--- config.mk ---
export PLATFORM = sky130hd
export DESIGN_NAME = dbp_top
export DESIGN_NICKNAME = d
export VERILOG_FILES = /design/src/common/dbp_pkg.sv /design/src/common/dbp_periph_if.sv /design/src/core/dbp_periph_regs.sv /design/src/core/dbp_top.sv
export SDC_FILE = /design/constraint.sdc
export NUM_CORES = 1
export LEC_CHECK = 0
export BUFFER_PORTS_ARGS = -buffer_cell sky130_fd_sc_hd__buf_2
export CORE_ASPECT_RATIO = 0.7
export CORE_MARGIN = 10
export CORE_UTILIZATION = 49
export CTS_CLUSTER_SIZE = 8
export DETAILED_ROUTE_END_ITERATION = 12
export GPL_ROUTABILITY_DRIVEN = 0
export PLACE_DENSITY = 0.77
export SLEW_MARGIN = 20
export SYNTH_ARGS = -nofsm -noshare
export SYNTH_HDL_FRONTEND = slang
export SYNTH_SLANG_ARGS = --single-unit
--- constraint.sdc ---
create_clock -name clk_i -period 8.35 [get_ports clk_i]
set_clock_uncertainty 0.15 [all_clocks]
set_input_delay 2.505 -clock clk_i [delete_from_list [all_inputs] [get_ports clk_i]]
set_output_delay 2.505 -clock clk_i [all_outputs]
set_load 0.02 [all_outputs]
--- src/common/dbp_pkg.sv ---
// Package of constants and types for the data buffer peripheral access block.
// Functional notes
// - Buffer is four nibbles at 0CH to 0FH.
// - Bit 3 of 0CH is MSB, 0FH bit0 LSB.
// - Ordinary memory access reads and writes buffer.
// - Table read copies pointed program word into buffer.
// - Input tbl_wide_i sets table width.
// - Eight-bit table read loads two low nibbles.
// - Table read holds one return stack level.
// - Peripheral read copies addressed register into buffer.
// - Peripheral write stores buffer into addressed register.
// - Reading write-only control register gives undefined.
// - Writing read-only register changes nothing.
// - Unused locations read undefined, writes ignored.
// - Shift registers 03H, 04H: 8-bit, undefined reset.
// - Timer modulos reset FF, kept on CE.
// - Timer counts read-only, reset zero, kept on CE.
// - Pointer at 40H, cleared by resets, kept stopped.
// - Buffer stack port 41H, kept on CE, stop.
// - Synth divide upper 16 bits, flag low bit.
// - Frequency result read-only, cleared on every reset.
// - Duty registers nine bits, reset 1FF, kept CE.
// - Converter reference clears on CE only hardware mode.
// - Port direction at 6FH, one is output.
package dbp_pkg;
   localparam logic [6:0]  MEM_BUF_N3   = 7'h0C;
   localparam logic [6:0]  MEM_BUF_N0   = 7'h0F;
   localparam logic [6:0]  MEM_DIR_ADDR = 7'h6F;
   localparam logic [3:0]  BANK_BUF     = 4'h0;
   localparam logic [3:0]  BANK_DIR     = 4'hF;
   localparam logic [6:0]  P_ADC        = 7'h02;
   localparam logic [6:0]  P_SIO_A      = 7'h03;
   localparam logic [6:0]  P_SIO_B      = 7'h04;
   localparam logic [6:0]  P_TMA_M      = 7'h1A;
   localparam logic [6:0]  P_TMA_C      = 7'h1B;
   localparam logic [6:0]  P_TMB_M      = 7'h1C;
   localparam logic [6:0]  P_TMB_C      = 7'h1D;
   localparam logic [6:0]  P_TMC_M      = 7'h1E;
   localparam logic [6:0]  P_TMC_C      = 7'h1F;
   localparam logic [6:0]  P_PTR        = 7'h40;
   localparam logic [6:0]  P_STK        = 7'h41;
   localparam logic [6:0]  P_SYN        = 7'h42;
   localparam logic [6:0]  P_FRQ        = 7'h43;
   localparam logic [6:0]  P_PWM_A      = 7'h44;
   localparam logic [6:0]  P_PWM_B      = 7'h45;
   localparam logic [6:0]  P_PWM_C      = 7'h46;
   localparam logic [7:0]  TM_MOD_RST   = 8'hFF;
   localparam logic [7:0]  TM_CNT_RST   = 8'h00;
   localparam logic [8:0]  PWM_RST      = 9'h1FF;
   localparam logic [15:0] UNDEF_VALUE  = 16'h0000;
   // Kinds of buffer operation presented by the instruction decoder.
   typedef enum logic [3:0] {
      DBP_OP_NONE = 4'h0,
      DBP_OP_TBL  = 4'h1,
      DBP_OP_GET  = 4'h2,
      DBP_OP_PUT  = 4'h3
   } dbp_op_t;
   // Table read sequencer, one-hot.
   typedef enum logic [2:0] {
      DBP_TS_IDLE = 3'b001,
      DBP_TS_WAIT = 3'b010,
      DBP_TS_DONE = 3'b100
   } dbp_tstate_t;
endpackage

--- src/common/dbp_periph_if.sv ---
// Interface carrying peripheral register transfers between the two modules.
`timescale 1ns/1ps
`default_nettype none
interface dbp_periph_if;
   logic        wr;
   logic        rd;
   logic [6:0]  addr;
   logic [15:0] wdata;
   logic [15:0] rdata;
   modport master (output wr, output rd, output addr, output wdata,
                   input rdata);
   modport slave  (input wr, input rd, input addr, input wdata,
                   output rdata);
endinterface
`default_nettype wire

--- src/core/dbp_periph_regs.sv ---
// Peripheral register bank reached by put and get transfers.
`timescale 1ns/1ps
`default_nettype none
module dbp_periph_regs (
   input  wire logic          clk_i,
   input  wire logic          rst_n_i,
   input  wire logic          ce_rst_i,
   input  wire logic          clk_stop_i,
   input  wire logic          adc_hw_mode_i,
   input  wire logic [23:0]   tm_count_i,
   input  wire logic [15:0]   freq_count_i,
   input  wire logic          freq_load_i,
   input  wire logic [15:0]   ptr_tbl_i,
   input  wire logic          ptr_tbl_we_i,
   output logic      [15:0]   ptr_o,
   output logic      [15:0]   per_o [0:11],
   dbp_periph_if.slave        bus
);
   // State of all peripheral registers except the timer counts.
   typedef struct packed {
      logic [7:0]  adc;
      logic [7:0]  sio_a;
      logic [7:0]  sio_b;
      logic [23:0] tm_mod;
      logic [15:0] ptr;
      logic [15:0] stk;
      logic [15:0] syn;
      logic [15:0] frq;
      logic [26:0] pwm;
   } dbp_preg_t;
   dbp_preg_t s_q;
   dbp_preg_t s_d;
   // Register update, with reset classes applied after software writes.
   always_comb begin
      s_d = s_q;
      if (bus.wr) begin
         unique case (bus.addr)
            dbp_pkg::P_ADC:   s_d.adc = bus.wdata[7:0];
            dbp_pkg::P_SIO_A: s_d.sio_a = bus.wdata[7:0];
            dbp_pkg::P_SIO_B: s_d.sio_b = bus.wdata[7:0];
            dbp_pkg::P_TMA_M: s_d.tm_mod[7:0] = bus.wdata[7:0];
            dbp_pkg::P_TMB_M: s_d.tm_mod[15:8] = bus.wdata[7:0];
            dbp_pkg::P_TMC_M: s_d.tm_mod[23:16] = bus.wdata[7:0];
            dbp_pkg::P_PTR:   s_d.ptr = bus.wdata;
            dbp_pkg::P_STK:   s_d.stk = bus.wdata;
            dbp_pkg::P_SYN:   s_d.syn = bus.wdata;
            dbp_pkg::P_PWM_A: s_d.pwm[8:0] = bus.wdata[8:0];
            dbp_pkg::P_PWM_B: s_d.pwm[17:9] = bus.wdata[8:0];
            dbp_pkg::P_PWM_C: s_d.pwm[26:18] = bus.wdata[8:0];
            default: ; // Read-only and unused: no effect
         endcase
      end
      if (ptr_tbl_we_i) begin
         s_d.ptr = ptr_tbl_i;
      end
      if (freq_load_i) begin
         s_d.frq = freq_count_i;
      end
      // CE reset and clock stop classes.
      if (ce_rst_i) begin
         s_d.ptr = '0;
         s_d.frq = '0;
         if (adc_hw_mode_i) begin
            s_d.adc = '0;
         end
      end
      if (clk_stop_i) begin
         s_d.tm_mod = {3{dbp_pkg::TM_MOD_RST}};
         s_d.frq = '0;
         s_d.pwm = {3{dbp_pkg::PWM_RST}};
         if (adc_hw_mode_i) begin
            s_d.adc = '0;
         end
      end
   end
   // Power-on and watchdog resets arrive on rst_n_i.
   always_ff @(posedge clk_i or negedge rst_n_i) begin
      if (!rst_n_i) begin
         s_q <= '{adc: 8'h00, sio_a: 8'h00, sio_b: 8'h00,
                  tm_mod: {3{dbp_pkg::TM_MOD_RST}}, ptr: 16'h0000,
                  stk: 16'h0000, syn: 16'h0000, frq: 16'h0000,
                  pwm: {3{dbp_pkg::PWM_RST}}};
      end else begin
         s_q <= s_d;
      end
   end
   // Read multiplexer.
   always_comb begin
      unique case (bus.addr)
         dbp_pkg::P_ADC:   bus.rdata = {8'h00, s_q.adc};
         dbp_pkg::P_SIO_A: bus.rdata = {8'h00, s_q.sio_a};
         dbp_pkg::P_SIO_B: bus.rdata = {8'h00, s_q.sio_b};
         dbp_pkg::P_TMA_M: bus.rdata = {8'h00, s_q.tm_mod[7:0]};
         dbp_pkg::P_TMA_C: bus.rdata = {8'h00, tm_count_i[7:0]};
         dbp_pkg::P_TMB_M: bus.rdata = {8'h00, s_q.tm_mod[15:8]};
         dbp_pkg::P_TMB_C: bus.rdata = {8'h00, tm_count_i[15:8]};
         dbp_pkg::P_TMC_M: bus.rdata = {8'h00, s_q.tm_mod[23:16]};
         dbp_pkg::P_TMC_C: bus.rdata = {8'h00, tm_count_i[23:16]};
         dbp_pkg::P_PTR:   bus.rdata = s_q.ptr;
         dbp_pkg::P_STK:   bus.rdata = s_q.stk;
         dbp_pkg::P_SYN:   bus.rdata = s_q.syn;
         dbp_pkg::P_FRQ:   bus.rdata = s_q.frq;
         dbp_pkg::P_PWM_A: bus.rdata = {7'h00, s_q.pwm[8:0]};
         dbp_pkg::P_PWM_B: bus.rdata = {7'h00, s_q.pwm[17:9]};
         dbp_pkg::P_PWM_C: bus.rdata = {7'h00, s_q.pwm[26:18]};
         default:          bus.rdata = dbp_pkg::UNDEF_VALUE;
      endcase
   end
   // Register values toward the peripherals.
   assign ptr_o     = s_q.ptr;
   assign per_o[0]  = {8'h00, s_q.adc};
   assign per_o[1]  = {8'h00, s_q.sio_a};
   assign per_o[2]  = {8'h00, s_q.sio_b};
   assign per_o[3]  = {8'h00, s_q.tm_mod[7:0]};
   assign per_o[4]  = {8'h00, s_q.tm_mod[15:8]};
   assign per_o[5]  = {8'h00, s_q.tm_mod[23:16]};
   assign per_o[6]  = s_q.stk;
   assign per_o[7]  = s_q.syn;
   assign per_o[8]  = s_q.frq;
   assign per_o[9]  = {7'h00, s_q.pwm[8:0]};
   assign per_o[10] = {7'h00, s_q.pwm[17:9]};
   assign per_o[11] = {7'h00, s_q.pwm[26:18]};
endmodule
`default_nettype wire

--- src/core/dbp_top.sv ---
// Data buffer with table reads and peripheral put and get transfers.
`timescale 1ns/1ps
`default_nettype none
module dbp_top (
   input  wire logic          clk_i,
   input  wire logic          rst_n_i,
   input  wire logic          ce_rst_i,
   input  wire logic          clk_stop_i,
   input  wire logic          adc_hw_mode_i,
   input  wire logic          mem_we_i,
   input  wire logic [3:0]    mem_bank_i,
   input  wire logic [6:0]    mem_addr_i,
   input  wire logic [3:0]    mem_wdata_i,
   output logic      [3:0]    mem_rdata_o,
   input  wire logic [3:0]    op_i,
   input  wire logic [6:0]    op_paddr_i,
   input  wire logic          tbl_wide_i,
   output logic      [15:0]   pmem_addr_o,
   output logic               pmem_req_o,
   input  wire logic [15:0]   pmem_data_i,
   input  wire logic          pmem_valid_i,
   output logic               stack_hold_o,
   output logic               busy_o,
   input  wire logic          synth_count_low_bit_i,
   output logic      [16:0]   synth_count_o,
   input  wire logic [23:0]   tm_count_i,
   input  wire logic [15:0]   freq_count_i,
   input  wire logic          freq_load_i,
   output logic      [15:0]   transfer_buffer_o,
   output logic      [3:0]    port_a0_dir_o,
   output logic      [8:0]    pwm_duty_a_o,
   output logic      [8:0]    pwm_duty_b_o,
   output logic      [8:0]    pwm_duty_c_o,
   output logic      [7:0]    adc_reference_level_o
);
   ////////////////////////////////////////////////////////////////////////
   // Reset release and block state.
   typedef struct packed {
      logic [15:0]          buf_w;
      logic [3:0]           dir;
      dbp_pkg::dbp_tstate_t ts;
      logic                 tbl8;
      logic [1:0]           rsync;
   } dbp_state_t;
   dbp_state_t  s_q;
   dbp_state_t  s_d;
   logic        rst_n;
   logic [15:0] per_w [0:11];
   logic [15:0] ptr;
   logic        buf_sel;
   logic [1:0]  nib_idx;
   dbp_periph_if pif ();
   // State of the block while reset is applied or still being released.
   localparam dbp_state_t RST_STATE = '{buf_w: 16'h0000, dir: 4'h0,
                                       ts: dbp_pkg::DBP_TS_IDLE,
                                       tbl8: 1'b0, rsync: 2'b00};
   // Second synchroniser stage is the released reset for the whole block.
   assign rst_n = s_q.rsync[1];
   ////////////////////////////////////////////////////////////////////////
   // Nibble position of a data memory address within the buffer word.
   function automatic logic [1:0] nib_of(input logic [6:0] a);
      logic [6:0] d;
      d = dbp_pkg::MEM_BUF_N0 - a;
      return d[1:0];
   endfunction
   assign buf_sel = (mem_bank_i == dbp_pkg::BANK_BUF) &&
                    (mem_addr_i >= dbp_pkg::MEM_BUF_N3) &&
                    (mem_addr_i <= dbp_pkg::MEM_BUF_N0);
   assign nib_idx = nib_of(mem_addr_i);
   // Peripheral transfer strobes.
   assign pif.wr    = (op_i == dbp_pkg::DBP_OP_PUT);
   assign pif.rd    = (op_i == dbp_pkg::DBP_OP_GET);
   assign pif.addr  = op_paddr_i;
   assign pif.wdata = s_q.buf_w;
   ////////////////////////////////////////////////////////////////////////
   // Next state for buffer, direction register and table sequencer.
   always_comb begin
      s_d       = s_q;
      s_d.rsync = {s_q.rsync[0], 1'b1}; // Two-stage reset release.
      if (mem_we_i && buf_sel) begin
         s_d.buf_w[nib_idx*4 +: 4] = mem_wdata_i;
      end
      if (mem_we_i && (mem_bank_i == dbp_pkg::BANK_DIR) &&
          (mem_addr_i == dbp_pkg::MEM_DIR_ADDR)) begin
         s_d.dir = mem_wdata_i;
      end
      if (pif.rd) begin
         if (pif.rdata[15:8] == 8'h00 && op_paddr_i < dbp_pkg::P_PTR) begin
            s_d.buf_w[7:0] = pif.rdata[7:0];
         end else begin
            s_d.buf_w = pif.rdata;
         end
      end
      unique case (s_q.ts)
         dbp_pkg::DBP_TS_IDLE: begin
            if (op_i == dbp_pkg::DBP_OP_TBL) begin
               s_d.tbl8 = !tbl_wide_i;
               s_d.ts   = dbp_pkg::DBP_TS_WAIT;
            end
         end
         dbp_pkg::DBP_TS_WAIT: begin
            if (pmem_valid_i) begin
               if (s_q.tbl8) begin
                  s_d.buf_w[7:0] = pmem_data_i[7:0];
               end else begin
                  s_d.buf_w = pmem_data_i;
               end
               s_d.ts = dbp_pkg::DBP_TS_DONE;
            end
         end
         dbp_pkg::DBP_TS_DONE: begin
            s_d.ts = dbp_pkg::DBP_TS_IDLE;
         end
         default: s_d.ts = dbp_pkg::DBP_TS_IDLE;
      endcase
      // Hold every other field at reset until the release has settled.
      if (!rst_n) begin
         s_d       = RST_STATE;
         s_d.rsync = {s_q.rsync[0], 1'b1};
      end
   end
   // State register; the pin reset clears all of it at once, so the
   // synchroniser and the rest of the state share one single driver.
   always_ff @(posedge clk_i or negedge rst_n_i) begin
      if (!rst_n_i) begin
         s_q <= RST_STATE;
      end else begin
         s_q <= s_d;
      end
   end
   ////////////////////////////////////////////////////////////////////////
   // Peripheral register bank.
   dbp_periph_regs u_regs (
      .clk_i         (clk_i),
      .rst_n_i       (rst_n),
      .ce_rst_i      (ce_rst_i),
      .clk_stop_i    (clk_stop_i),
      .adc_hw_mode_i (adc_hw_mode_i),
      .tm_count_i    (tm_count_i),
      .freq_count_i  (freq_count_i),
      .freq_load_i   (freq_load_i),
      .ptr_tbl_i     (16'h0000),
      .ptr_tbl_we_i  (1'b0),
      .ptr_o         (ptr),
      .per_o         (per_w),
      .bus           (pif)
   );
   ////////////////////////////////////////////////////////////////////////
   // Data memory read port for buffer nibbles and direction register.
   always_comb begin
      if (buf_sel) begin
         mem_rdata_o = s_q.buf_w[nib_idx*4 +: 4];
      end else if ((mem_bank_i == dbp_pkg::BANK_DIR) &&
                   (mem_addr_i == dbp_pkg::MEM_DIR_ADDR)) begin
         mem_rdata_o = s_q.dir;
      end else begin
         mem_rdata_o = 4'h0;
      end
   end
   // Program memory fetch and stack level while a table read runs.
   assign pmem_addr_o  = ptr;
   assign pmem_req_o   = (s_q.ts == dbp_pkg::DBP_TS_WAIT);
   assign stack_hold_o = (s_q.ts != dbp_pkg::DBP_TS_IDLE);
   assign busy_o       = stack_hold_o;
   // Register values toward the peripherals.
   assign synth_count_o = {per_w[7], synth_count_low_bit_i};
   assign transfer_buffer_o     = s_q.buf_w;
   assign port_a0_dir_o         = s_q.dir;
   assign pwm_duty_a_o          = per_w[9][8:0];
   assign pwm_duty_b_o          = per_w[10][8:0];
   assign pwm_duty_c_o          = per_w[11][8:0];
   assign adc_reference_level_o = per_w[0][7:0];
   // Write-only registers are absent here; undefined reads give zero.
endmodule
`default_nettype wire

Yosys cells after proc, flatten, opt, wreduce, memory -nomap -nowiden:

Index checks and enable logic that the tools add are counted.

* bits in registers: 165
* bits of input ports: 92
* output and inout port bits: 95
* word-level logic and storage cells: 127

* $add $sub $neg: 2
* magnitude comparators: 3
* eq/ne operators: 29
* shifts and indexed selects: 3
* mux-type cells: 39
* reduce and logical (&&, ||, !) cells: 33

Operator list (number)
* $pmux W16 S16: 1
* $mux W16: 10
* $mux W8: 12
* $mux W96: 1
* $eq A7 B7 Y1 const B: 8
* $mux W43: 1
* $eq A7 B5 Y1 const B: 6
* $neg A4 Y34: 1
* $shift A4 B34 Y16 const A: 1
* $shiftx A4 B34 Y16: 1
* $mux W27: 1
* $mux W9: 3
* $mux W26: 1
* $reduce_and A2 Y1: 13
* $mux W24: 1
* $reduce_bool A2 Y1: 9
* $bwmux W16: 1
* $mux W4: 4
* $shiftx A16 B5 Y4: 1
* $eq A7 B2 Y1 const B: 2
* $eq A4 B2 Y1 const B: 2
* $logic_not A8 Y1: 1
* $eq A7 B3 Y1 const B: 1
* $ge A7 B4 Y1 const B: 1
* other kinds (17): 26

Logic depth before layout (Yosys ltp):

Gate-level depths: netlist of run 1.

* depth after elaboration: 11
* gate-level depth with buffers: 9
* gate-level depth less buffers: 7

Hierarchy:

Synthesis of run 1 repeated with hierarchy kept, for this count alone.

* cells, all modules: 966
* area, all modules: 9769.4 um^2

Modules (own cells, without submodules)
* dbp_periph_regs: instances 1, cells an instance 740, area each 7697.4 um^2, sequential area each 3542.1 um^2
* dbp_top: instances 1, cells an instance 226, area each 2072.0 um^2, sequential area each 651.9 um^2

Least setup slack after synthesis of run 1:

No wires, ideal clock.

* kind: input port to output port
* from: in mem_addr_i[0]
* to: out mem_rdata_o[0]
* data arrival time: 3.697 ns
* required time: 5.695 ns
* path slack: 1.998 ns
* cell stages on the path: 4
* buffers on the path: 0
* cells stage by stage: ha_1 -> nand4_1 -> nor3_1 -> a22o_1

* word-level cells in the longest chain between the ends: 4
* elaborated cells on any way between the ends: 10
* classes of those cells: 1 x add/sub; 2 x order compare; 1 x eq/ne; 1 x shift; 2 x mux; 3 x reduce/logical

RTL lines
* from (decl): line dbp_top.sv:12 `input wire logic [6:0] mem_addr_i,`
* parallel branches: the longest is 3 deep, another holds $sub A2 B2 Y2
* $mux W4 (*): line dbp_top.sv:151 `if (buf_sel) begin`
* to (decl): line dbp_top.sv:14 `output logic [3:0] mem_rdata_o,`

Mark *: on every way between the ends.

Worst setup path after layout of run 1:

* from: in mem_addr_i[0]
* to: out mem_rdata_o[3]

The elaborated chain is that of the path after synthesis.

==> out/qor.yml, run 1 <==
clockRootBuffer: "clkbuf_16"
syn-num-nets: 1027
p_switching_w: 0.000441
seq_area_frac_synth_pct: 44.6
grt_max_degree: 69
post-route-util_pct: 55.6
grt_overflow: 0
synthFlopType: "dfrtp_1"
synth-seq-cells: 165
grt_antenna_before_repair: 0
track_usage_pct: 24.0
post_cts.repair.setup_buffers: 0
numCtsBuffers: 17
hold_violations: 0
grt_use_met3_pct: 8.74
rsz0062_at_grt: "false"
fillers: 1676
start_util_pct: 49.8
multi_input_area_um2: 4350
drv_slew: 0
synthCells: 930
worstPathCellList: "buf_2 -> ha_1 -> nand4_1 -> nor3_1 -> a22o_1 -> buf_2"
areaGrowthSynthToFinish_pct: 11.7
use_met1_pct: 34.3
layout_commonest_cell: "buf_2"
slowest_stage: "nor3_1"
ir_drop_uv: 99.8
combPwrFrac_pct: 7.5
maxCapViolCount: 0
power_density_nw_per_um2: 166
grt_busiest_layer: "met1"
tritoncts: "built"
period_share_pct: 83.9
yosysUniqueCellTypes: 69
h-tree-depth: 4
netlist_area_um2: 9400
remaining_drc_errors: 0
wl_um: 31200
synthArstFlopShare_pct: 100
worstSetupEndpointType: "primary output"
clkTransAtPathRegs_ns: 0.07
gr-usage-met2_pct: 33.7
wl_per_cell_um: 24.6
clock_latency_ns: 0.43
grt_pass1_vias: 7785
worst-setup-path-type: "in -> out"
status: "finished clean"
max_freq_ghz: 0.143
ctsResizeCount: 0
vias: 8009
power.leakage_nw: 4.78
setup-tns-final_ns: 0
cts_sinks: 165
cp_max_fo: 12
seq_area_um2: 4200
finalPower_w: 0.00174
drive_gt1_share_pct: 34.8
cp.arrival_ns: 4.35
ant_nets: 0
worst_slack_ns: 1.35
grt_pass1_wl_um: 46400
dp_hpwl_um: 22300
cts_hold_buf: 0
p_clk_share_pct: 45.9
die_h_um: 136
required_ns: 5.70
critPathLaunchType: "input port"
core-area_um2: 18900
power.internal_w: 0.00130
path_common_cell: "buf_2"
die_area_um2: 25200
hold_path_class: "reg -> async"
final_nets: 1108
rows: 42
layout_common_cells: "buf_2 (184), nand2_1 (123), dfrtp_1 (112)"
slew_headroom_pct: 32.1
firstDrtPassIters: 6
floorplan.io_pins: 187
post-route-min-period_ns: 7.00
avgSynthCellArea_um2: 10.1
power_frac_seq_pct: 46.6
dp_slack_ns: 1.40
finalSetupViolCount: 0
worstMarginPinSlew_ns: 1.02
clockBufferDepth: 2
slowest_delay_ns: 0.68
yosys_warnings: 0
antennaDiodeCount: 0
vias_per_cell: 6.33
drt_iter0_drc: 1289
port_buffers: 184
die_width_um: 186
swShare_pct: 25.2
synth-edff-count: 0
-- sequential cells by signal (all words and copies together) (netlist names) --
name and count:
transfer_buffer_o 16, u_regs.per_o 123, rst_n 1, port_a0_dir_o 4, s_q 5, u_regs.ptr_o 16
-- critical path, delay by kind of cell --
kind | cells | cell delay (ns)
adders and majority gates | 1 | 0.34
and+or+nand+nor | 2 | 0.83
buffers and inverters | 2 | 0.41
AOI/OAI and AO/OA | 1 | 0.26
-- Yosys cell counts, types with 17 or more instances --
master | instances | share of area [%]
dfstp_2 | 52 | 15
mux2i_1 | 43 | 4.6
clkbuf_1 | 34 | 1.4
nor2_1 | 57 | 2.3
a22o_1 | 22 | 2.1
a211o_1 | 17 | 1.6
mux4_2 | 17 | 4.1
o21ai_0 | 33 | 1.8
buf_2 | 18 | 0.96
dfrtp_1 | 113 | 30
a21oi_1 | 24 | 1.3
nand3b_1 | 41 | 3.3
nand3_1 | 34 | 1.8
inv_1 | 18 | 0.72
mux2_2 | 43 | 5.2
nand2_1 | 123 | 4.9
buf_4 | 75 | 6.0
-- worst paths after layout --
kind | startpoint | to | slack [ns] | cells after the start
max reg2reg | s_q[5] | transfer_buffer_o[9] | 5.90 | 5
min in group clk_i | s_q[0] | rst_n | 0.21 | 0
min | rst_n | u_regs.ptr_o[11] | 0.12 | 0
max | mem_addr_i[0] | mem_rdata_o[3] | 1.35 | 6
min reg2reg | rst_n | u_regs.ptr_o[11] | 0.12 | 0
max in group asynchronous | rst_n_i | rst_n | 5.66 | 1
-- power groups by stage --
stage	clock network (W)	logic (W)	registers (W)
after global routing	0.000842	0.000140	0.000813
after detailed placement	0	0.000128	0.000827
after floorplan	0	0.0000694	0.000830
after CTS	0.000804	0.000128	0.000813
after global placement	0	0.000126	0.000827
final	0.000801	0.000131	0.000813
-- per-stage QoR --
stage / instances / hold WS (ns) / cell area, um^2
after floorplan: 930 / 0.181 / 9400
after global placement: 1234 / 0.127 / 9900
after detailed placement: 1234 / 0.123 / 9900
after CTS: 1266 / 0.126 / 10500
after global routing: 1266 / 0.149 / 10500
final: 1266 / 0.117 / 10500
-- kinds of logic after synthesis --
logic type               Yosys count  share of synthesized area (%)
buffers and inverters            149                           9.19
AO/OA/AOI/OAI                    170                           12.9
other                              1                         0.0399
AND/OR/NAND/NOR                  337                           18.8
multiplexers                     103                           13.8
adder cells (fa/ha/maj)            5                          0.666
flip-flops                       165                           44.6
-- routing by layer --
metal	up-vias	share of wire (%)
li1	3428	-
met1	3922	42
met2	588	42
met3	71	14
met4	0	2.4
met5	-	0
-- cell type report --
type / count / area share (%)
Sequential cell: 165 / 40.0
Timing Repair Buffer: 193 / 9.42
Inverter: 18 / 0.644
Clock inverter: 14 / 1.42
Multi-Input combinational cell: 616 / 41.4
Clock buffer: 18 / 4.19
Tap cell: 242 / 2.89
Power figures use the tool's default switching activity.
==> run 2: changes to the inputs <==
- ABC_AREA: default -> 1
- clock period: 8.35 -> 7.3 ns (I/O delays scaled with it)
==> run 2 against run 1 <==
Net effect:
- sequential power is 25% higher
- register-to-register slack worse by 0.93 ns
- cell count is 27% higher
- non-clock buffer count is 4 lower
- largest cell class is now flip-flops and latches
- largest power group unchanged
==> out/qor.yml, run 2 <==
status: "finished clean"
period_share_pct: 87.3
cp.arrival_ns: 4.03
finalSetupViolCount: 0
grt_antenna_before_repair: 1
synthCells: 1261
ant_nets: 0
track_usage_pct: 23.9
grt_max_degree: 78
cts_sinks: 165
power.leakage_nw: 5.27
worstSetupEndpointType: "primary output"
clockBufferDepth: 2
grt_pass1_wl_um: 46200
numCtsBuffers: 17
dp_hpwl_um: 22600
h-tree-depth: 4
clkTransAtPathRegs_ns: 0.06
vias_per_cell: 5.54
grt_busiest_layer: "met2"
maxCapViolCount: 0
die_width_um: 185
required_ns: 4.96
layout_common_cells: "nand2_1 (298), nor2_1 (187), buf_2 (184)"
drive_gt1_share_pct: 22.3
synthFlopType: "dfrtp_1"
synth_top_area_cell: "dfrtp_1"
power_density_nw_per_um2: 214
wl_per_cell_um: 18.8
firstDrtPassIters: 6
critPathLaunchType: "input port"
post_cts.repair.setup_buffers: 0
drt_iter0_drc: 1009
hold_path_class: "reg -> reg"
slew_headroom_pct: 34.4
floorplan.io_pins: 187
rsz0062_at_grt: "false"
synthArstFlopShare_pct: 100
netlist_area_um2: 9330
yosysMostFrequentCell: "nand2_1"
cp_max_fo: 22
rows: 42
stdcell_count: 1607
vias: 8903
setup-tns-final_ns: 0
placedCellCount: 1574
wl_um: 30300
synth_top_area_share_pct: 30.3
port_buffers: 184
drv_slew: 0
die_area_um2: 25000
grt_pass1_vias: 8464
avgSynthCellArea_um2: 7.40
gr-usage-met2_pct: 34.3
yosys_warnings: 0
grt_overflow: 0
largest_reg_flops: 123
cts_hold_buf: 0
clock_latency_ns: 0.44
max_freq_ghz: 0.157
syn-num-nets: 1358
areaGrowthSynthToFinish_pct: 12.0
seq_area_frac_synth_pct: 45.0
core-area_um2: 18800
synth-seq-cells: 165
tritoncts: "built"
synth-edff-count: 0
hold_violations: 0
grt_use_met3_pct: 9.70
clockRootBuffer: "clkbuf_16"
layout_commonest_cell: "nand2_1"
post-route-min-period_ns: 6.37
remaining_drc_errors: 0
final_nets: 1448
ctsResizeCount: 0
worstMarginPinSlew_ns: 0.984
start_util_pct: 49.6
synthTopCellsByArea: "dfrtp_1 (30%), dfstp_2 (15%), nand2_1 (12%)"
die_h_um: 135
yosys-top-cells-count: "nand2_1 (298), nor2_1 (187), o21ai_0 (130)"
yosysUniqueCellTypes: 31
use_met1_pct: 32.4
ir_drop_uv: 133
worst-setup-path-type: "in -> out"
post-route-util_pct: 55.5
-- run 2: changes by cell type in the layout (fill, tap and decap cells not counted), sizes merged, moves of 40 or more --
cell,before,now
nand3b,41,1
a21oi,24,78
o21ai,34,130
nand2,123,306
inv,24,99
mux2,43,0
nand3,34,116
nor2,59,199
-- run 2: power breakdown --
part,leakage (nW),total (W),internal [W],switching (W)
logic,2.85,0.000276,0.0000806,0.000195
clock network,0.309,0.000941,0.000532,0.000408
registers,2.11,0.00102,0.000980,0.0000417
-- run 2: cell type report --
type / instances / area [um^2]
Fill cell: 1786 / 8370
Tap cell: 242 / 303
Clock buffer: 20 / 489
Timing Repair Buffer: 189 / 958
Clock inverter: 12 / 129
Multi-Input combinational cell: 885 / 4010
Antenna cell: 1 / 2.50
Sequential cell: 165 / 4200
Inverter: 93 / 349
-- run 2: worst max-delay path: stages --
cell     delay (ns)
buf_2          0.30
ha_1           0.50
nand3_1        0.17
or3_1          0.48
o21ai_0        0.19
buf_2          0.19
-- run 2: metal layers --
metal  part of all wire (%)  wire length, um
met5                      0                0
met4                    1.7              511
met3                     14             4130
met2                     42            12800
met1                     42            12800
-- run 2: metrics by stage --
stage / worst slack (ns) / hold WS, ns / power [W] / area (um^2)
2_1_floorplan: 1.60 / 0.181 / 0.00122 / 9330
3_3_place_gp: 0.992 / 0.185 / 0.00130 / 9820
3_5_place_dp: 0.906 / 0.187 / 0.00131 / 9820
4_1_cts: 0.938 / 0.202 / 0.00224 / 10400
5_1_grt: 0.783 / 0.220 / 0.00232 / 10400
6_report: 0.927 / 0.202 / 0.00224 / 10400
-- run 2: worst paths after layout --
check	from	to	slack, ns	cells past startpoint
hold reg to reg	s_q[0]	rst_n	0.20	0
hold / removal	s_q[0]	rst_n	0.20	0
setup / recovery	mem_addr_i[0]	mem_rdata_o[0]	0.93	6
max in group asynchronous	rst_n_i	rst_n	4.93	1
min in group asynchronous	rst_n	u_regs.per_o[65]	0.35	0
setup reg to reg	rst_n	s_q[3]	4.97	5
-- run 2: cells by family (layout without fill, tap and decap cells) --
group           count (synthesis)  count (layout)  synth area share [%]
simple gates                  650             650                  29.5
compound gates                225             225                  12.3
buf+inv                       211             314                  12.1
flops                         165             165                  45.0
fa+ha+maj                       5               5                 0.671
mux                             4               4                 0.429
other cells                     1               2                0.0402
==> run 3: changes to the inputs <==
- REMOVE_ABC_BUFFERS: default -> 1
- clock period: 7.3 -> 6.65 ns (I/O delays scaled with it)
==> run 3 against run 2 <==
Net effect:
- cell count did not move
- largest cell class unchanged
- critical endpoint is now mem_rdata_o[3]
- combinational power rose by 11%
- clock-buffer cell count rose by 1
- core utilization fell by 0.24 points
- critical path depth did not move
- critical path type unchanged
==> out/qor.yml, run 3 (synthesis gave the netlist of run 2 again) <==
status: "finished clean"
worst-setup-path-type: "in -> out"
placedCellCount: 1574
die_width_um: 185
ant_nets: 0
drt_iter0_drc: 937
firstDrtPassIters: 5
grt_overflow: 0
slew_headroom_pct: 31.0
drv_slew: 0
die_area_um2: 25000
grt_pass1_vias: 8321
numCtsBuffers: 17
clockBufferDepth: 2
grt_pass1_wl_um: 46700
power.leakage_nw: 5.23
period_share_pct: 89.5
dp_hpwl_um: 22700
start_util_pct: 49.6
ctsResizeCount: 0
finalSetupViolCount: 0
worstMarginPinSlew_ns: 1.03
grt_antenna_before_repair: 1
layout_commonest_cell: "nand2_1"
die_h_um: 135
critPathLaunchType: "input port"
stdcell_count: 1607
grt_max_degree: 86
h-tree-depth: 4
maxCapViolCount: 0
remaining_drc_errors: 0
port_buffers: 184
clockRootBuffer: "clkbuf_16"
r2r_slack_ns: 4.37
post-route-min-period_ns: 5.95
cp_max_fo: 22
vias: 8828
wl_per_cell_um: 19.0
finalPower_w: 0.00240
required_ns: 4.51
clock_latency_ns: 0.43
areaGrowthSynthToFinish_pct: 11.5
final_nets: 1448
largest_reg_flops: 123
cts_hold_buf: 0
rsz0062_at_grt: "false"
drive_gt1_share_pct: 22.0
worstSetupEndpointType: "primary output"
max_freq_ghz: 0.168
hold_violations: 0
clkTransAtPathRegs_ns: 0.06
place_area_um2: 9820
track_usage_pct: 24.0
post-route-util_pct: 55.3
final_area_um2: 10400
floorplan.io_pins: 187
ir_drop_uv: 178
vias_per_cell: 5.49
power_density_nw_per_um2: 231
layout_common_cells: "nand2_1 (298), nor2_1 (187), buf_2 (184)"
setup-tns-final_ns: 0
core-area_um2: 18800
cp.arrival_ns: 3.81
hold_path_class: "reg -> reg"
tritoncts: "built"
rows: 42
cts_sinks: 165
wl_um: 30500
post_cts.repair.setup_buffers: 0
-- run 3: worst max-delay path: stages --
cell     delay, ns
buf_2         0.32
ha_1          0.46
nand3_1       0.16
or3_1         0.47
o21ai_0       0.19
buf_2         0.20
-- run 3: cell type report --
cell class                      count  area [um^2]
Timing Repair Buffer              189          962
Tap cell                          242          303
Fill cell                        1827         8420
Clock inverter                     11          129
Multi-Input combinational cell    885         4010
Sequential cell                   165         4200
Clock buffer                       21          440
Antenna cell                        1         2.50
Inverter                           93          349
-- run 3: final timing paths --
kind                                     from               end  cells past startpoint
min in group asynchronous               rst_n  u_regs.per_o[84]                      0
max in group asynchronous             rst_n_i             rst_n                      1
worst max register to register          rst_n            s_q[3]                      5
worst min-delay path                   s_q[0]             rst_n                      0
worst min register to register         s_q[0]             rst_n                      0
worst max-delay path            mem_addr_i[0]    mem_rdata_o[3]                      6
-- run 3: metrics by stage --
stage / setup slack, ns / hold slack [ns]
after global routing: 0.540 / 0.208
after detailed placement: 0.723 / 0.187
after global placement: 0.789 / 0.182
after CTS: 0.717 / 0.202
final: 0.700 / 0.199
after floorplan: 1.15 / 0.181
-- run 3: routing by layer --
layer,vias up,track usage [%],wire length [um]
li1,4225,-,-
met1,4136,34.5,13700
met2,431,33.4,12600
met3,36,8.98,3760
met4,0,5.49,460
met5,-,0,0
-- run 3: report_power, final --
part           total (W)  internal, W  switching, W
clock           0.000976     0.000555      0.000421
sequential       0.00112      0.00108     0.0000425
combinational   0.000306    0.0000887      0.000217
